`config.mk`:
```
export PLATFORM = sky130hd
export DESIGN_NAME = ctmc_top
export DESIGN_NICKNAME = d
export VERILOG_FILES = /design/src/ctmc_top.v
export VERILOG_INCLUDE_DIRS = /design/src
export SDC_FILE = /design/constraint.sdc
export NUM_CORES = 1
export LEC_CHECK = 0
export BUFFER_PORTS_ARGS = -buffer_cell sky130_fd_sc_hd__buf_2
export CAP_MARGIN = 30
export CORE_MARGIN = 1.5
export CORE_UTILIZATION = 35
export DETAILED_ROUTE_END_ITERATION = 10
export PLACE_DENSITY = 0.57
export RECOVER_POWER = 50
export SETUP_SLACK_MARGIN = 0.3
export SLEW_MARGIN = 20
export SYNTH_ARGS = -nofsm -noshare
export SYNTH_HDL_FRONTEND = slang
export SYNTH_SLANG_ARGS = --single-unit
export TNS_END_PERCENT = 5
```
`constraint.sdc`:
```
create_clock -name core_clk -period 2.7 [get_ports core_clk]
set_input_delay 0.54 -clock core_clk [delete_from_list [all_inputs] [get_ports core_clk]]
set_output_delay 0.54 -clock core_clk [all_outputs]
set_load 0.005 [all_outputs]
```
`src/ctmc_regs.vh`:
```
// Constants for the CAN transceiver mode control block.
// Included by the design and its bench; definitions only.
`ifndef CTMC_REGS_VH
`define CTMC_REGS_VH
// ******************************
// Register offsets (byte addresses)
// ******************************
`define CTMC_OFF_CTRL 4'h0
`define CTMC_OFF_STAT 4'h4
`define CTMC_OFF_IRQ_STAT 4'h8
`define CTMC_OFF_IRQ_MASK 4'hC
// ******************************
// Transceiver mode codes
// ******************************
`define CTMC_MODE_OFF 2'h0
`define CTMC_MODE_WAKE 2'h1
`define CTMC_MODE_NORM 2'h3
`define CTMC_MODE_RXO 2'h2
// ******************************
// Chip operating modes
// ******************************
`define CTMC_CHIP_NORMAL 3'h0
`define CTMC_CHIP_STOP 3'h1
`define CTMC_CHIP_SLEEP 3'h2
`define CTMC_CHIP_RESTART 3'h3
`define CTMC_CHIP_FAILSAFE 3'h4
// ******************************
// Field positions
// ******************************
`define CTMC_CTRL_MODE_LSB 0
`define CTMC_CTRL_MODE_MSB 1
`define CTMC_STAT_SETTLED 2
`define CTMC_STAT_WOKEN 3
`define CTMC_IRQ_WAKE 0
`define CTMC_IRQ_SETTLED 1
`define CTMC_IRQ_REFUSED 2
// ******************************
// Timing
// ******************************
`define CTMC_SETTLE_NS 10000
`define CTMC_CLK_NS 5
`define CTMC_WAKE_MIN_NS 500
`endif

```
`src/ctmc_top.v`:
```
// Mode control and digital data path of a CAN FD transceiver.
// Assumes an Avalon-MM master on core_clk and bus comparator/driver outside.
`timescale 1ns/100ps
`include "ctmc_regs.vh"
// Function
// - Off mode after reset until software selects
// - Off mode selectable in every chip mode
// - Off mode ignores bus wake activity
// - Normal mode only in chip normal mode
// - Settling interval before first dominant drive
// - Only dominant begun after settling transmitted
// - Normal mode: transmit low drives dominant
// - Receive output low dominant, high recessive
// - Wake-capable mode: bus message wakes chip
// - Receive-only mode offered for diagnostics
// - Path supports up to 2 Mbaud
// - Receive-only: driver off, receive forwarded
// - After wake, receive low until mode change, unless chip re-arm comes in the wake cycle
// - Mode field still reads wake code after wake
// - Mode upper bit set for normal, receive-only
module ctmc_top #(
   parameter SETTLE_CYC = (`CTMC_SETTLE_NS + `CTMC_CLK_NS - 1) / `CTMC_CLK_NS,
   parameter WAKE_CYC = (`CTMC_WAKE_MIN_NS + `CTMC_CLK_NS - 1) / `CTMC_CLK_NS
) (
   input wire core_clk, // 200 MHz clock
   input wire reset_n, // Synchronous reset, active low
   input wire [3:0] avs_address, // Byte address
   input wire avs_read, // Read strobe
   input wire avs_write, // Write strobe
   input wire [31:0] avs_writedata, // Write data
   input wire [3:0] avs_byteenable, // Byte lanes
   output reg [31:0] avs_readdata, // Read data
   output reg avs_waitrequest, // Stall
   input wire [2:0] chip_mode, // Chip operating mode, same clock
   input wire tx_data_in, // Host transmit pin, async
   output reg rx_data_out, // Receive pin to host
   input wire bus_dominant_in, // Comparator: bus differential dominant, async
   output reg bus_drive_dom, // Driver: force dominant
   output reg wake_event, // One-cycle wake pulse toward the chip
   output reg irq // Level interrupt
);
   // ******************************
   // Local constants
   // ******************************
   localparam N_SYNC = 2;
   localparam SYNC_TX = 0;
   localparam SYNC_BUS = 1;
   localparam IRQ_W = 3;
   // Pins idle at transmit high and bus recessive, so no false edge after reset
   localparam [N_SYNC-1:0] SYNC_IDLE = 2'b01;

   // ******************************
   // Input synchronisers
   // ******************************
   wire [N_SYNC-1:0] pin_raw = {bus_dominant_in, tx_data_in};
   wire [N_SYNC-1:0] pin_sync;
   genvar g;
   generate
      for (g = 0; g < N_SYNC; g = g + 1) begin : g_sync
         reg s1_r;
         reg s2_r;
         always @(posedge core_clk) begin
            if (!reset_n) begin
               s1_r <= SYNC_IDLE[g];
               s2_r <= SYNC_IDLE[g];
            end else begin
               s1_r <= pin_raw[g];
               s2_r <= s1_r;
            end
         end
         assign pin_sync[g] = s2_r;
      end
   endgenerate
   // Only the second stage is read from here on
   wire tx_sync = pin_sync[SYNC_TX];
   wire bus_sync = pin_sync[SYNC_BUS];

   // ******************************
   // Decode helpers
   // ******************************
   // Address match, shared by every register select
   function addr_is;
      input [3:0] a;
      input [3:0] off;
      begin
         addr_is = (a == off);
      end
   endfunction

   // Normal mode needs chip normal mode; every other code is always allowed
   function mode_legal;
      input [1:0] m;
      input [2:0] c;
      begin
         mode_legal = (m != `CTMC_MODE_NORM) || (c == `CTMC_CHIP_NORMAL);
      end
   endfunction

   // Chip modes whose entry re-arms wake detection
   function chip_rearms;
      input [2:0] c;
      begin
         chip_rearms = (c == `CTMC_CHIP_STOP) || (c == `CTMC_CHIP_SLEEP) || (c == `CTMC_CHIP_FAILSAFE);
      end
   endfunction

   // Modes that forward the bus to the receive output
   function mode_listens;
      input [1:0] m;
      begin
         mode_listens = (m == `CTMC_MODE_NORM) || (m == `CTMC_MODE_RXO);
      end
   endfunction

   // Status word: woken, settled, then the mode field
   function [31:0] stat_word;
      input [1:0] m;
      input s;
      input w;
      begin
         stat_word = {28'h0, w, s, m};
      end
   endfunction

   // ******************************
   // Register state
   // ******************************
   reg [1:0] mode_r;
   reg [1:0] mode_nxt;
   reg [31:0] settle_cnt_r;
   reg settled_r;
   reg armed_r;
   reg woken_r;
   reg [31:0] wake_cnt_r;
   reg [IRQ_W-1:0] irq_stat_r;
   reg [IRQ_W-1:0] irq_mask_r;
   reg [IRQ_W-1:0] irq_stat_nxt;
   reg [2:0] chip_prev_r;
   reg ack_r;
   reg tx_gate_r;
   reg drive_nxt;
   reg rx_nxt;
   reg [31:0] rdata_nxt;

   // ******************************
   // Bus decode
   // ******************************
   // One take per request; ack_r keeps a held request from being taken twice
   wire acc = (avs_read | avs_write) & ~ack_r;
   wire wr = avs_write & acc & avs_byteenable[0];
   wire rd = avs_read & acc;
   wire hit_ctrl = addr_is(avs_address, `CTMC_OFF_CTRL);
   wire hit_stat = addr_is(avs_address, `CTMC_OFF_STAT);
   wire hit_istat = addr_is(avs_address, `CTMC_OFF_IRQ_STAT);
   wire hit_imask = addr_is(avs_address, `CTMC_OFF_IRQ_MASK);
   wire [1:0] req_mode = avs_writedata[`CTMC_CTRL_MODE_MSB:`CTMC_CTRL_MODE_LSB];
   wire mode_ok = mode_legal(req_mode, chip_mode);
   wire mode_wr = wr & hit_ctrl & mode_ok;
   wire refused = wr & hit_ctrl & ~mode_ok;
   wire enter_norm = mode_wr & (req_mode == `CTMC_MODE_NORM) & (mode_r != `CTMC_MODE_NORM);
   wire mode_change = mode_wr & (req_mode != mode_r);
   wire rd_istat = rd & hit_istat;
   wire chip_left_normal = (mode_r == `CTMC_MODE_NORM) & (chip_mode != `CTMC_CHIP_NORMAL);
   wire rearm_chip = (chip_mode != chip_prev_r) & chip_rearms(chip_mode);
   // Long dominant counts as qualifying message; full pattern filter not modelled
   wire wake_hit = (mode_r == `CTMC_MODE_WAKE) & armed_r & bus_sync &
      (wake_cnt_r == WAKE_CYC - 1);
   wire settle_done = (mode_r == `CTMC_MODE_NORM) & ~settled_r & (settle_cnt_r == SETTLE_CYC - 1);
   wire [IRQ_W-1:0] ev = {refused, settle_done, wake_hit};

   // ******************************
   // Transceiver mode
   // ******************************
   always @* begin
      mode_nxt = mode_r;
      if (mode_wr)
         mode_nxt = req_mode;
      else if (chip_left_normal)
         mode_nxt = `CTMC_MODE_WAKE;
   end

   always @(posedge core_clk) begin
      if (!reset_n) begin
         mode_r <= `CTMC_MODE_OFF;
         chip_prev_r <= `CTMC_CHIP_NORMAL;
      end else begin
         mode_r <= mode_nxt;
         chip_prev_r <= chip_mode;
      end
   end

   // ******************************
   // Enable settling
   // ******************************
   // Restarts on every entry, so a quick off and on cannot skip the wait
   always @(posedge core_clk) begin
      if (!reset_n) begin
         settle_cnt_r <= 32'h0;
         settled_r <= 1'b0;
      end else if (enter_norm || mode_r != `CTMC_MODE_NORM) begin
         settle_cnt_r <= 32'h0;
         settled_r <= 1'b0;
      end else if (settle_done) begin
         settled_r <= 1'b1;
      end else if (!settled_r) begin
         settle_cnt_r <= settle_cnt_r + 32'h1;
      end
   end

   // ******************************
   // Wake detection
   // ******************************
   always @(posedge core_clk) begin
      if (!reset_n)
         wake_cnt_r <= 32'h0;
      else if (mode_r == `CTMC_MODE_WAKE && armed_r && bus_sync)
         wake_cnt_r <= wake_cnt_r + 32'h1;
      else
         wake_cnt_r <= 32'h0;
   end

   // Re-arming keeps the woken state, so receive stays low until a write changes the mode
   always @(posedge core_clk) begin
      if (!reset_n) begin
         armed_r <= 1'b0;
         woken_r <= 1'b0;
         wake_event <= 1'b0;
      end else begin
         wake_event <= wake_hit;
         if (mode_change) begin
            armed_r <= (req_mode == `CTMC_MODE_WAKE);
            woken_r <= 1'b0;
         end else if (chip_left_normal) begin
            // Forced drop to wake-capable must still be able to wake
            armed_r <= 1'b1;
            woken_r <= 1'b0;
         end else if (rearm_chip && mode_r == `CTMC_MODE_WAKE) begin
            armed_r <= 1'b1;
         end else if (wake_hit) begin
            armed_r <= 1'b0;
            woken_r <= 1'b1;
         end else if (mode_r == `CTMC_MODE_NORM) begin
            armed_r <= 1'b0;
         end
      end
   end

   // ******************************
   // Data path
   // ******************************
   // Gate opens only once tx is seen high after settling, so an early low never leaks
   always @(posedge core_clk) begin
      if (!reset_n)
         tx_gate_r <= 1'b0;
      else if (mode_r != `CTMC_MODE_NORM || !settled_r)
         tx_gate_r <= 1'b0;
      else if (tx_sync)
         tx_gate_r <= 1'b1;
   end

   always @* begin
      drive_nxt = (mode_r == `CTMC_MODE_NORM) & tx_gate_r & ~tx_sync;
      rx_nxt = 1'b1;
      if (mode_listens(mode_r))
         rx_nxt = ~bus_sync;
      else if (mode_r == `CTMC_MODE_WAKE)
         rx_nxt = ~(woken_r | wake_hit);
   end

   always @(posedge core_clk) begin
      if (!reset_n) begin
         bus_drive_dom <= 1'b0;
         rx_data_out <= 1'b1;
      end else begin
         bus_drive_dom <= drive_nxt;
         rx_data_out <= rx_nxt;
      end
   end

   // ******************************
   // Interrupts
   // ******************************
   // Set wins over the read clear, so an event in the read cycle is not lost
   always @* begin
      irq_stat_nxt = irq_stat_r;
      if (rd_istat)
         irq_stat_nxt = {IRQ_W{1'b0}};
      irq_stat_nxt = irq_stat_nxt | ev;
   end

   always @(posedge core_clk) begin
      if (!reset_n) begin
         irq_stat_r <= {IRQ_W{1'b0}};
         irq_mask_r <= {IRQ_W{1'b0}};
         irq <= 1'b0;
      end else begin
         irq_stat_r <= irq_stat_nxt;
         if (wr && hit_imask)
            irq_mask_r <= avs_writedata[IRQ_W-1:0];
         irq <= |(irq_stat_nxt & irq_mask_r);
      end
   end

   // ******************************
   // Bus slave
   // ******************************
   // Unmapped offsets read as zero
   always @* begin
      rdata_nxt = 32'h0;
      if (hit_ctrl)
         rdata_nxt = {30'h0, mode_r};
      else if (hit_stat)
         rdata_nxt = stat_word(mode_r, settled_r, woken_r);
      else if (hit_istat)
         rdata_nxt = {29'h0, irq_stat_r};
      else if (hit_imask)
         rdata_nxt = {29'h0, irq_mask_r};
   end

   // Waitrequest drops for one cycle per taken request
   always @(posedge core_clk) begin
      if (!reset_n) begin
         ack_r <= 1'b0;
         avs_waitrequest <= 1'b1;
         avs_readdata <= 32'h0;
      end else begin
         ack_r <= acc;
         avs_waitrequest <= ~acc;
         if (rd)
            avs_readdata <= rdata_nxt;
      end
   end
endmodule

```
[Word level (Yosys, flattened, before mapping)]
Index checks and enable logic that the tools add are counted.
Cells by class
  reduce and logical (&&, ||, !) cells: 23
  div/mod/pow operators: 0
  shift operators: 0
  $lt $le $gt $ge: 0
  bitwise gates (word level): 34
  multipliers: 0
  eq/ne operators: 17
  mux-type cells: 14
  add/subtract/negate cells: 2
Operators by type and width (number)
  adder 32 x 1 -> 32 bit (second input constant): 2
  equality test 32 x 11 -> 1 bit (second input constant): 1
  equality test 32 x 7 -> 1 bit (second input constant): 1
  two-way mux 32 bit: 1
  AND 1 bit: 20
  NOT 1 bit: 10
  two-way mux 3 bit: 3
  equality test 4 bit (second input constant): 2
  two-way mux 1 bit: 7
  equality test 2 bit (second input constant): 3
  logical OR 1 bit: 6
  AND reduction 2 bit: 3
  OR reduction 3 bit: 2
  nonzero test 5 bit: 1
  equality test 2 x 1 -> 1 bit (second input constant): 2
  equality test 4 x 3 -> 1 bit (second input constant): 1
  logical AND 1 bit: 4
  zero test 4 bit: 1
  two-way mux 2 bit: 2
  two-way mux 4 bit: 1
  inequality test 2 bit (second input constant): 2
  OR reduction 2 bit: 2
  AND 3 bit: 1
  equality test 3 x 1 -> 1 bit (second input constant): 1
  other kinds (10): 11
Word-level totals
  bits in read-only memories: 0
  input port bits: 49
  bits in writable memories: 0
  memories: 0
  word-level logic and storage cells: 111
  bits in latches: 0
  flip-flop bits (word level): 121

[Longest topological paths before layout]
Gate-level depths: netlist (run 1).
  word-level depth: 10
  mapped depth: 8
  depth with buffers taken out: 6

[Least setup slack after synthesis (run 1)]
Ideal clock, no wire load.
  path type: flip-flop to flip-flop
  start: register settle_cnt_r[13]
  end: register settle_cnt_r[27]
  required time: 2630 ps
  clock period less this slack: 2084 ps
  arrival: 2014 ps
  buffers on the path: 1
  library setup time: 70 ps
  stages on the path, launching flop included: 7
  path slack: 616 ps
  path through: dfxtp_1 nand4_1 or4_1 buf_2 or3_1 or4_1 a21oi_1
Between the ends
  cells in the longest elaborated chain, start to end: 4
  elaborated cells between the ends (all ways): 5
  those cells by class: add/sub (1); eq/ne (1); bitwise (2); reduce/logical (1)
RTL lines
  start, declared: line ctmc_top.v:130  | reg [31:0] settle_cnt_r;
  start signal, assigned: line ctmc_top.v:206  | settle_cnt_r <= settle_cnt_r + 32'h1;
  parallel branches: the longest is 4 deep, another holds adder 32 x 1 -> 32 bit
Parallel ways; which one is timed is not known.
A chain may end at the register's enable or synchronous reset.

[Worst setup path after layout (run 1)]
  start: register settle_cnt_r[12]
  end: register settle_cnt_r[22]
Same word-level chain as after synthesis.

==> results of run 1 <==
==> state kept, by name, indices dropped and copies added, names as in the netlist, 2 cells and up <==
name            flops
avs_readdata        4
mode_listens.m      2
irq_mask_r          3
chip_prev_r         3
g_sync.s1_r         2
settle_cnt_r       32
wake_cnt_r         32
irq_stat_r          3
==> power breakdown <==
part	switching, mW	internal, mW
registers	0.00433	1.38
clock network	0.515	0.858
logic	0.0417	0.0269
==> through the flow <==
step | setup WS (ns) | util (%) | std cells
after global placement | 0.435 | 37.4 | 718
final | 0.469 | 39.8 | 733
after global routing | 0.281 | 39.8 | 733
after CTS | 0.366 | 40.0 | 733
after floorplan | 0.616 | - | 561
after detailed placement | 0.389 | 37.4 | 718
==> layout make-up <==
cell class	instances	area [um2]	area share, %
Multi-Input combinational cell	404	2390	47.6
Sequential cell	93	1860	37.1
Clock buffer	12	256	5.11
Tap cell	172	215	4.29
Timing Repair Buffer	36	178	3.54
Clock inverter	3	68.8	1.37
Inverter	13	48.8	0.972
==> worst max-delay path, stage by stage, from the launching register on <==
cell and delay, ns:
dfxtp_1 0.46, nand4_1 0.13, or4_4 0.59, or3_1 0.47
or3_1 0.34, a21oi_1 0.16
==> cell families (layout without fill, tap and decap cells) <==
logic type               after synthesis  count (layout)  synth area share (%)
adder cells (fa/ha/maj)                2               2                 0.554
multiplexers                           7               7                  1.58
AND/OR/NAND/NOR                      247             247                  29.4
other                                  1              28                0.0830
buffers and inverters                 64              64                  8.06
flip-flops                            93              93                  41.2
XOR/XNOR                              42              42                  8.15
AO/OA/AOI/OAI                         78              78                  10.9
==> worst min path at each step <==
stage	startpoint	endpoint	slack, ns	cells past startpoint
after floorplan	g_sync[0].s1_r$_SDFF_PN1_	g_sync[0].s2_r$_SDFF_PN1_	0.39	1
after detailed placement	g_sync[0].s1_r$_SDFF_PN1_	g_sync[0].s2_r$_SDFF_PN1_	0.39	1
final	tx_data_in	g_sync[0].s1_r$_SDFF_PN1_	0.37	2
after global routing	tx_data_in	g_sync[0].s1_r$_SDFF_PN1_	0.38	2
after CTS	tx_data_in	g_sync[0].s1_r$_SDFF_PN1_	0.36	2
after global placement	g_sync[0].s1_r$_SDFF_PN1_	g_sync[0].s2_r$_SDFF_PN1_	0.39	1
==> timing repair <==
action,in CTS,in global routing
endpoints found under the setup margin,0,9
hold buffers,0,0
gates resized for setup,0,1
==> placed cells by master (no fill, tap or decap), drive strengths merged, types with 10 or more instances in the layout <==
cell type,count
nor2b,11
xor2,16
dfxtp,93
a21oi,26
nand3,22
nand2,38
o21ai,19
or3,15
buf,22
nor4,24
nor2,53
nand4,20
inv,13
nor3,13
and2,10
and3,10
clkbuf,26
xnor2,26
conb,28
==> Yosys cell counts, types with 3 or more instances <==
master	count
and2_1	9
or3_1	15
inv_1	13
a31oi_1	4
nor2_1	53
xor2_1	16
a22oi_1	3
or4_1	8
and4_1	7
nor2b_1	11
o211a_1	3
o21ai_0	19
nor3b_1	4
nor3_1	13
nand2b_1	4
o31ai_1	6
and3_1	9
nand4_1	20
clkbuf_1	16
o211ai_1	3
buf_4	29
nor4_1	24
nand2_1	38
a21oi_1	26
xnor2_1	26
nand3_1	21
dfxtp_1	93
mux2i_1	6
==> layer usage <==
layer	track usage (%)	share of wire, %	wire, um
met1	18.7	48	4420
met2	24.2	47	4320
met3	4.98	4.4	410
met4	4.34	1.4	127
met5	0	0	0
==> impl_metrics.toml, run 1 <==
[outcome]
outcome = "finished, final reports clean"

[global_route]
grt_max_degree = 23
groute.usage.overall_pct = 14.8
grt_pass1_wl_um = 15900
grt_overflow_total = 0
first_global_vias = 3421
antenna_found_initial = 0

[timing]
max_freq_mhz = 448
setup_viol = 0
min_period_over_period_pct = 82.6
clock_skew_ns = 0.00687
hold_violations = 0
holdWs_ns = 0.374
slew_headroom_pct = 46.4
rsz0062_at_grt = "no"
slew_viol_final = 0
fin_crit_ns = 2.23
tightestPinTransition_ns = 0.805
setup-tns-final_ns = 0

[worst_setup_path]
r2r_start = "settle_cnt_r[12]$_SDFFE_PP0P_"
worst-r2r-setup-slack_ns = 0.47
startpoint = "settle_cnt_r[12]$_SDFFE_PP0P_"
cp.required_ns = 2.97
reg2regPathDepth = 5
start_kind = "flop"
cp-end-kind = "flop"
cp.arrival_ns = 2.50
r2r-end = "settle_cnt_r[22]$_SDFFE_PP0P_"
worstPathMaxFanout = 8
worstSetupPathType = "reg2reg"
crit_end = "settle_cnt_r[22]$_SDFFE_PP0P_"

[layout]
area_growth_pct = 11.1
layout-drive-gt1-share_pct = 7.84
final_cell_area_um2 = 5020
num_antenna_cells = 0
fill_cells = 1310
nets = 608

[synth]
yosys-top-cells-area = "dfxtp_1, xnor2_1, buf_4, nor2_1, nor4_1"
ys_ff_latch = 93
synth_flop_cell = "dfxtp_1"
synth_warnings = 0
syn_area_um2 = 4520
synth-seq-area-share_pct = 41.2
syn_area_per_cell_um2 = 8.46
synthDistinctLibCells = 56
syn_inst = 534
ys_async_sr_fraction_pct = 0
yosys.area.top_type = "dfxtp_1"
synth_edf_count = 0
synth.top_cell.area_share_pct = 41.2

[place]
gp_congestion = 0.825
place_area_um2 = 4720
hpwlAfterDp_um = 6700
io_buffers = 25

[clock_network]
cts_root_buf = "clkbuf_16"
clkTransAtPathRegs_ns = 0.06
numCtsBuffers = 9
clock_path_buffers = 2
cts.sink_count = 93
insertion_delay_ns = 0.35
cts_max_level = 3
tritoncts = "built"
cts_setup_buffers = 0

[job]
cap_violations = 0

[floorplanning]
fp-row-count = 41
ios = 86
die_w_um = 117
initial_core_util_pct = 35.8
die_height_um = 117
dieArea_um2 = 13600
core_area_um2 = 12600

[drt]
drtIter0Drc = 111
vias = 3741
drcViolationCount = 0
final_antenna_net_count = 0
vias_per_cell = 5.10
drt-total-wl_um = 9280
wire_per_inst_um = 12.7
firstDrtPassIters = 5

[pwr]
leakage_nw = 1.66
powerDensity_nw_per_um2 = 563
power.total_mw = 2.83
irDropWorstVdd_uv = 397

[hold_path]
hp-class = "in2reg"
No activity file was read; power rests on OpenSTA's default activity.
==> run 2: changes to the inputs <==
- clock period: 2.7 -> 2.2 ns (I/O delays scaled with it)
==> run 2 against run 1 <==
Cell area grew 2.6%. Total power rose by 18%. Clock-buffer cell count decreased by 1. Largest cell class unchanged. Largest power group unchanged. Highest routed layer unchanged.
==> impl_metrics.toml, run 2 (same netlist as run 1, synthesis figures left out) <==
[clock_network]
insertion_delay_ns = 0.35
cts_root_buf = "clkbuf_16"
cts.sink_count = 93
numCtsBuffers = 9
clkTransAtPathRegs_ns = 0.06
tritoncts = "built"
cts_max_level = 3
ctsHoldBuffers = 0
clock_path_buffers = 2

[place]
dpl.cell_count = 729
pre_cts_ws_ns = 0.0917
gp_congestion = 0.802
hpwlAfterDp_um = 6910
place_area_um2 = 4830
io_buffers = 25

[layout]
final_cell_area_um2 = 5150
num_antenna_cells = 0
fin_cells = 747
fin_util_pct = 40.8
final_common_cell = "dfxtp_1"
top_regs = "settle_cnt_r x32, wake_cnt_r x32, avs_readdata x4"
layout-drive-gt1-share_pct = 13.0
final_cell_mix = "dfxtp_1, nor2_1, nand2_1"
area_growth_pct = 14.0
nets = 621

[worst_setup_path]
cp.required_ns = 2.47
path_buf_inv = 0
r2r-end = "settle_cnt_r[27]$_SDFFE_PP0P_"
start_kind = "flop"
cp-end-kind = "flop"
crit_path_cell_trace = "nand3_2, or4_4, or3_4, or4_4, a21oi_2"
r2r_start = "settle_cnt_r[11]$_SDFFE_PP0P_"
cpPeakStageDelay_ns = 0.53
worstPathMaxFanout = 4
worst-r2r-setup-slack_ns = 0.18
path_common_cell = "or4_4"
cp.arrival_ns = 2.29
crit_family = "simple AND/OR/NAND/NOR gates"
worstSetupPathType = "reg2reg"
reg2regPathDepth = 5
cpMaxStageDelayCell = "or4_4"

[drt]
vias = 3805
firstDrtPassIters = 4
final_antenna_net_count = 0
vias_per_cell = 5.09
drtIter0Drc = 170
drt-total-wl_um = 9600
drcViolationCount = 0
wire_per_inst_um = 12.8

[floorplanning]
dieArea_um2 = 13600
ios = 86
initial_core_util_pct = 35.8
die_w_um = 117
fp-row-count = 41
die_height_um = 117
core_area_um2 = 12600

[timing]
clock_skew_ns = 0.00804
max_freq_mhz = 496
setup_viol = 0
tightestPinTransition_ns = 0.988
fin_crit_ns = 2.02
hold_violations = 0
slew_headroom_pct = 34.2
setup_ws_ns = 0.183
setup-tns-final_ns = 0
holdWs_ns = 0.296
min_period_over_period_pct = 91.7
slew_viol_final = 0
rsz0062_at_grt = "yes"

[global_route]
grt_pass1_wl_um = 16700
grt_max_degree = 29
first_global_vias = 3572
grt_overflow_total = 0
groute.usage.overall_pct = 15.5
antenna_found_initial = 0

[hold_path]
hold_path.startpoint = "tx_data_in"
holdPathEnd = "g_sync[0].s1_r$_SDFF_PN1_"
hp-class = "in2reg"
hold_depth = 2

[pwr]
leakage_nw = 1.72
irDropWorstVdd_uv = 655
powerDensity_nw_per_um2 = 649
power.total_mw = 3.34

[outcome]
outcome = "finished, final reports clean"

[job]
cap_violations = 0
## run 2: per-layer routing
metal  vias up  wire length, um  GRT usage [%]
met3        14              333           4.62
met5         -                0              0
li1       1920                -              -
met4         0              147           6.27
met2        65             4550           25.3
met1      1806             4570           19.4
## run 2: what timing repair did
item,CTS,global route
setup buffers,2,0
endpoints found under the setup margin,20,32
pin swaps,1,0
resized for setup,11,3
## run 2: area by class of cell
cell class,count,area [um2]
multi-input combinational,404,2430
fill,1353,7470
timing repair buffer,49,270
clock buffer,11,243
inverter,13,48.8
clock inverter,5,57.6
sequential,93,1880
tap,172,215
## run 2: worst max-delay path by stage
stage,start,end,cells after the start
floorplan,settle_cnt_r[17]$_SDFFE_PP0P_,settle_cnt_r[27]$_SDFFE_PP0P_,6
global placement,wake_cnt_r[20]$_SDFF_PN0_,armed_r$_SDFFE_PN0P_,6
detailed placement,settle_cnt_r[11]$_SDFFE_PP0P_,settle_cnt_r[24]$_SDFFE_PP0P_,5
CTS,settle_cnt_r[11]$_SDFFE_PP0P_,settle_cnt_r[27]$_SDFFE_PP0P_,5
global route,settle_cnt_r[8]$_SDFFE_PP0P_,settle_cnt_r[23]$_SDFFE_PP0P_,5
finish,settle_cnt_r[11]$_SDFFE_PP0P_,settle_cnt_r[27]$_SDFFE_PP0P_,5
## run 2: where the power goes
| group | leakage, nW | switching, mW | internal [mW] |
|---|---|---|---|
| Clock | 0.150 | 0.646 | 0.914 |
| Combinational | 0.813 | 0.0516 | 0.0333 |
| Sequential | 0.757 | 0.00488 | 1.69 |
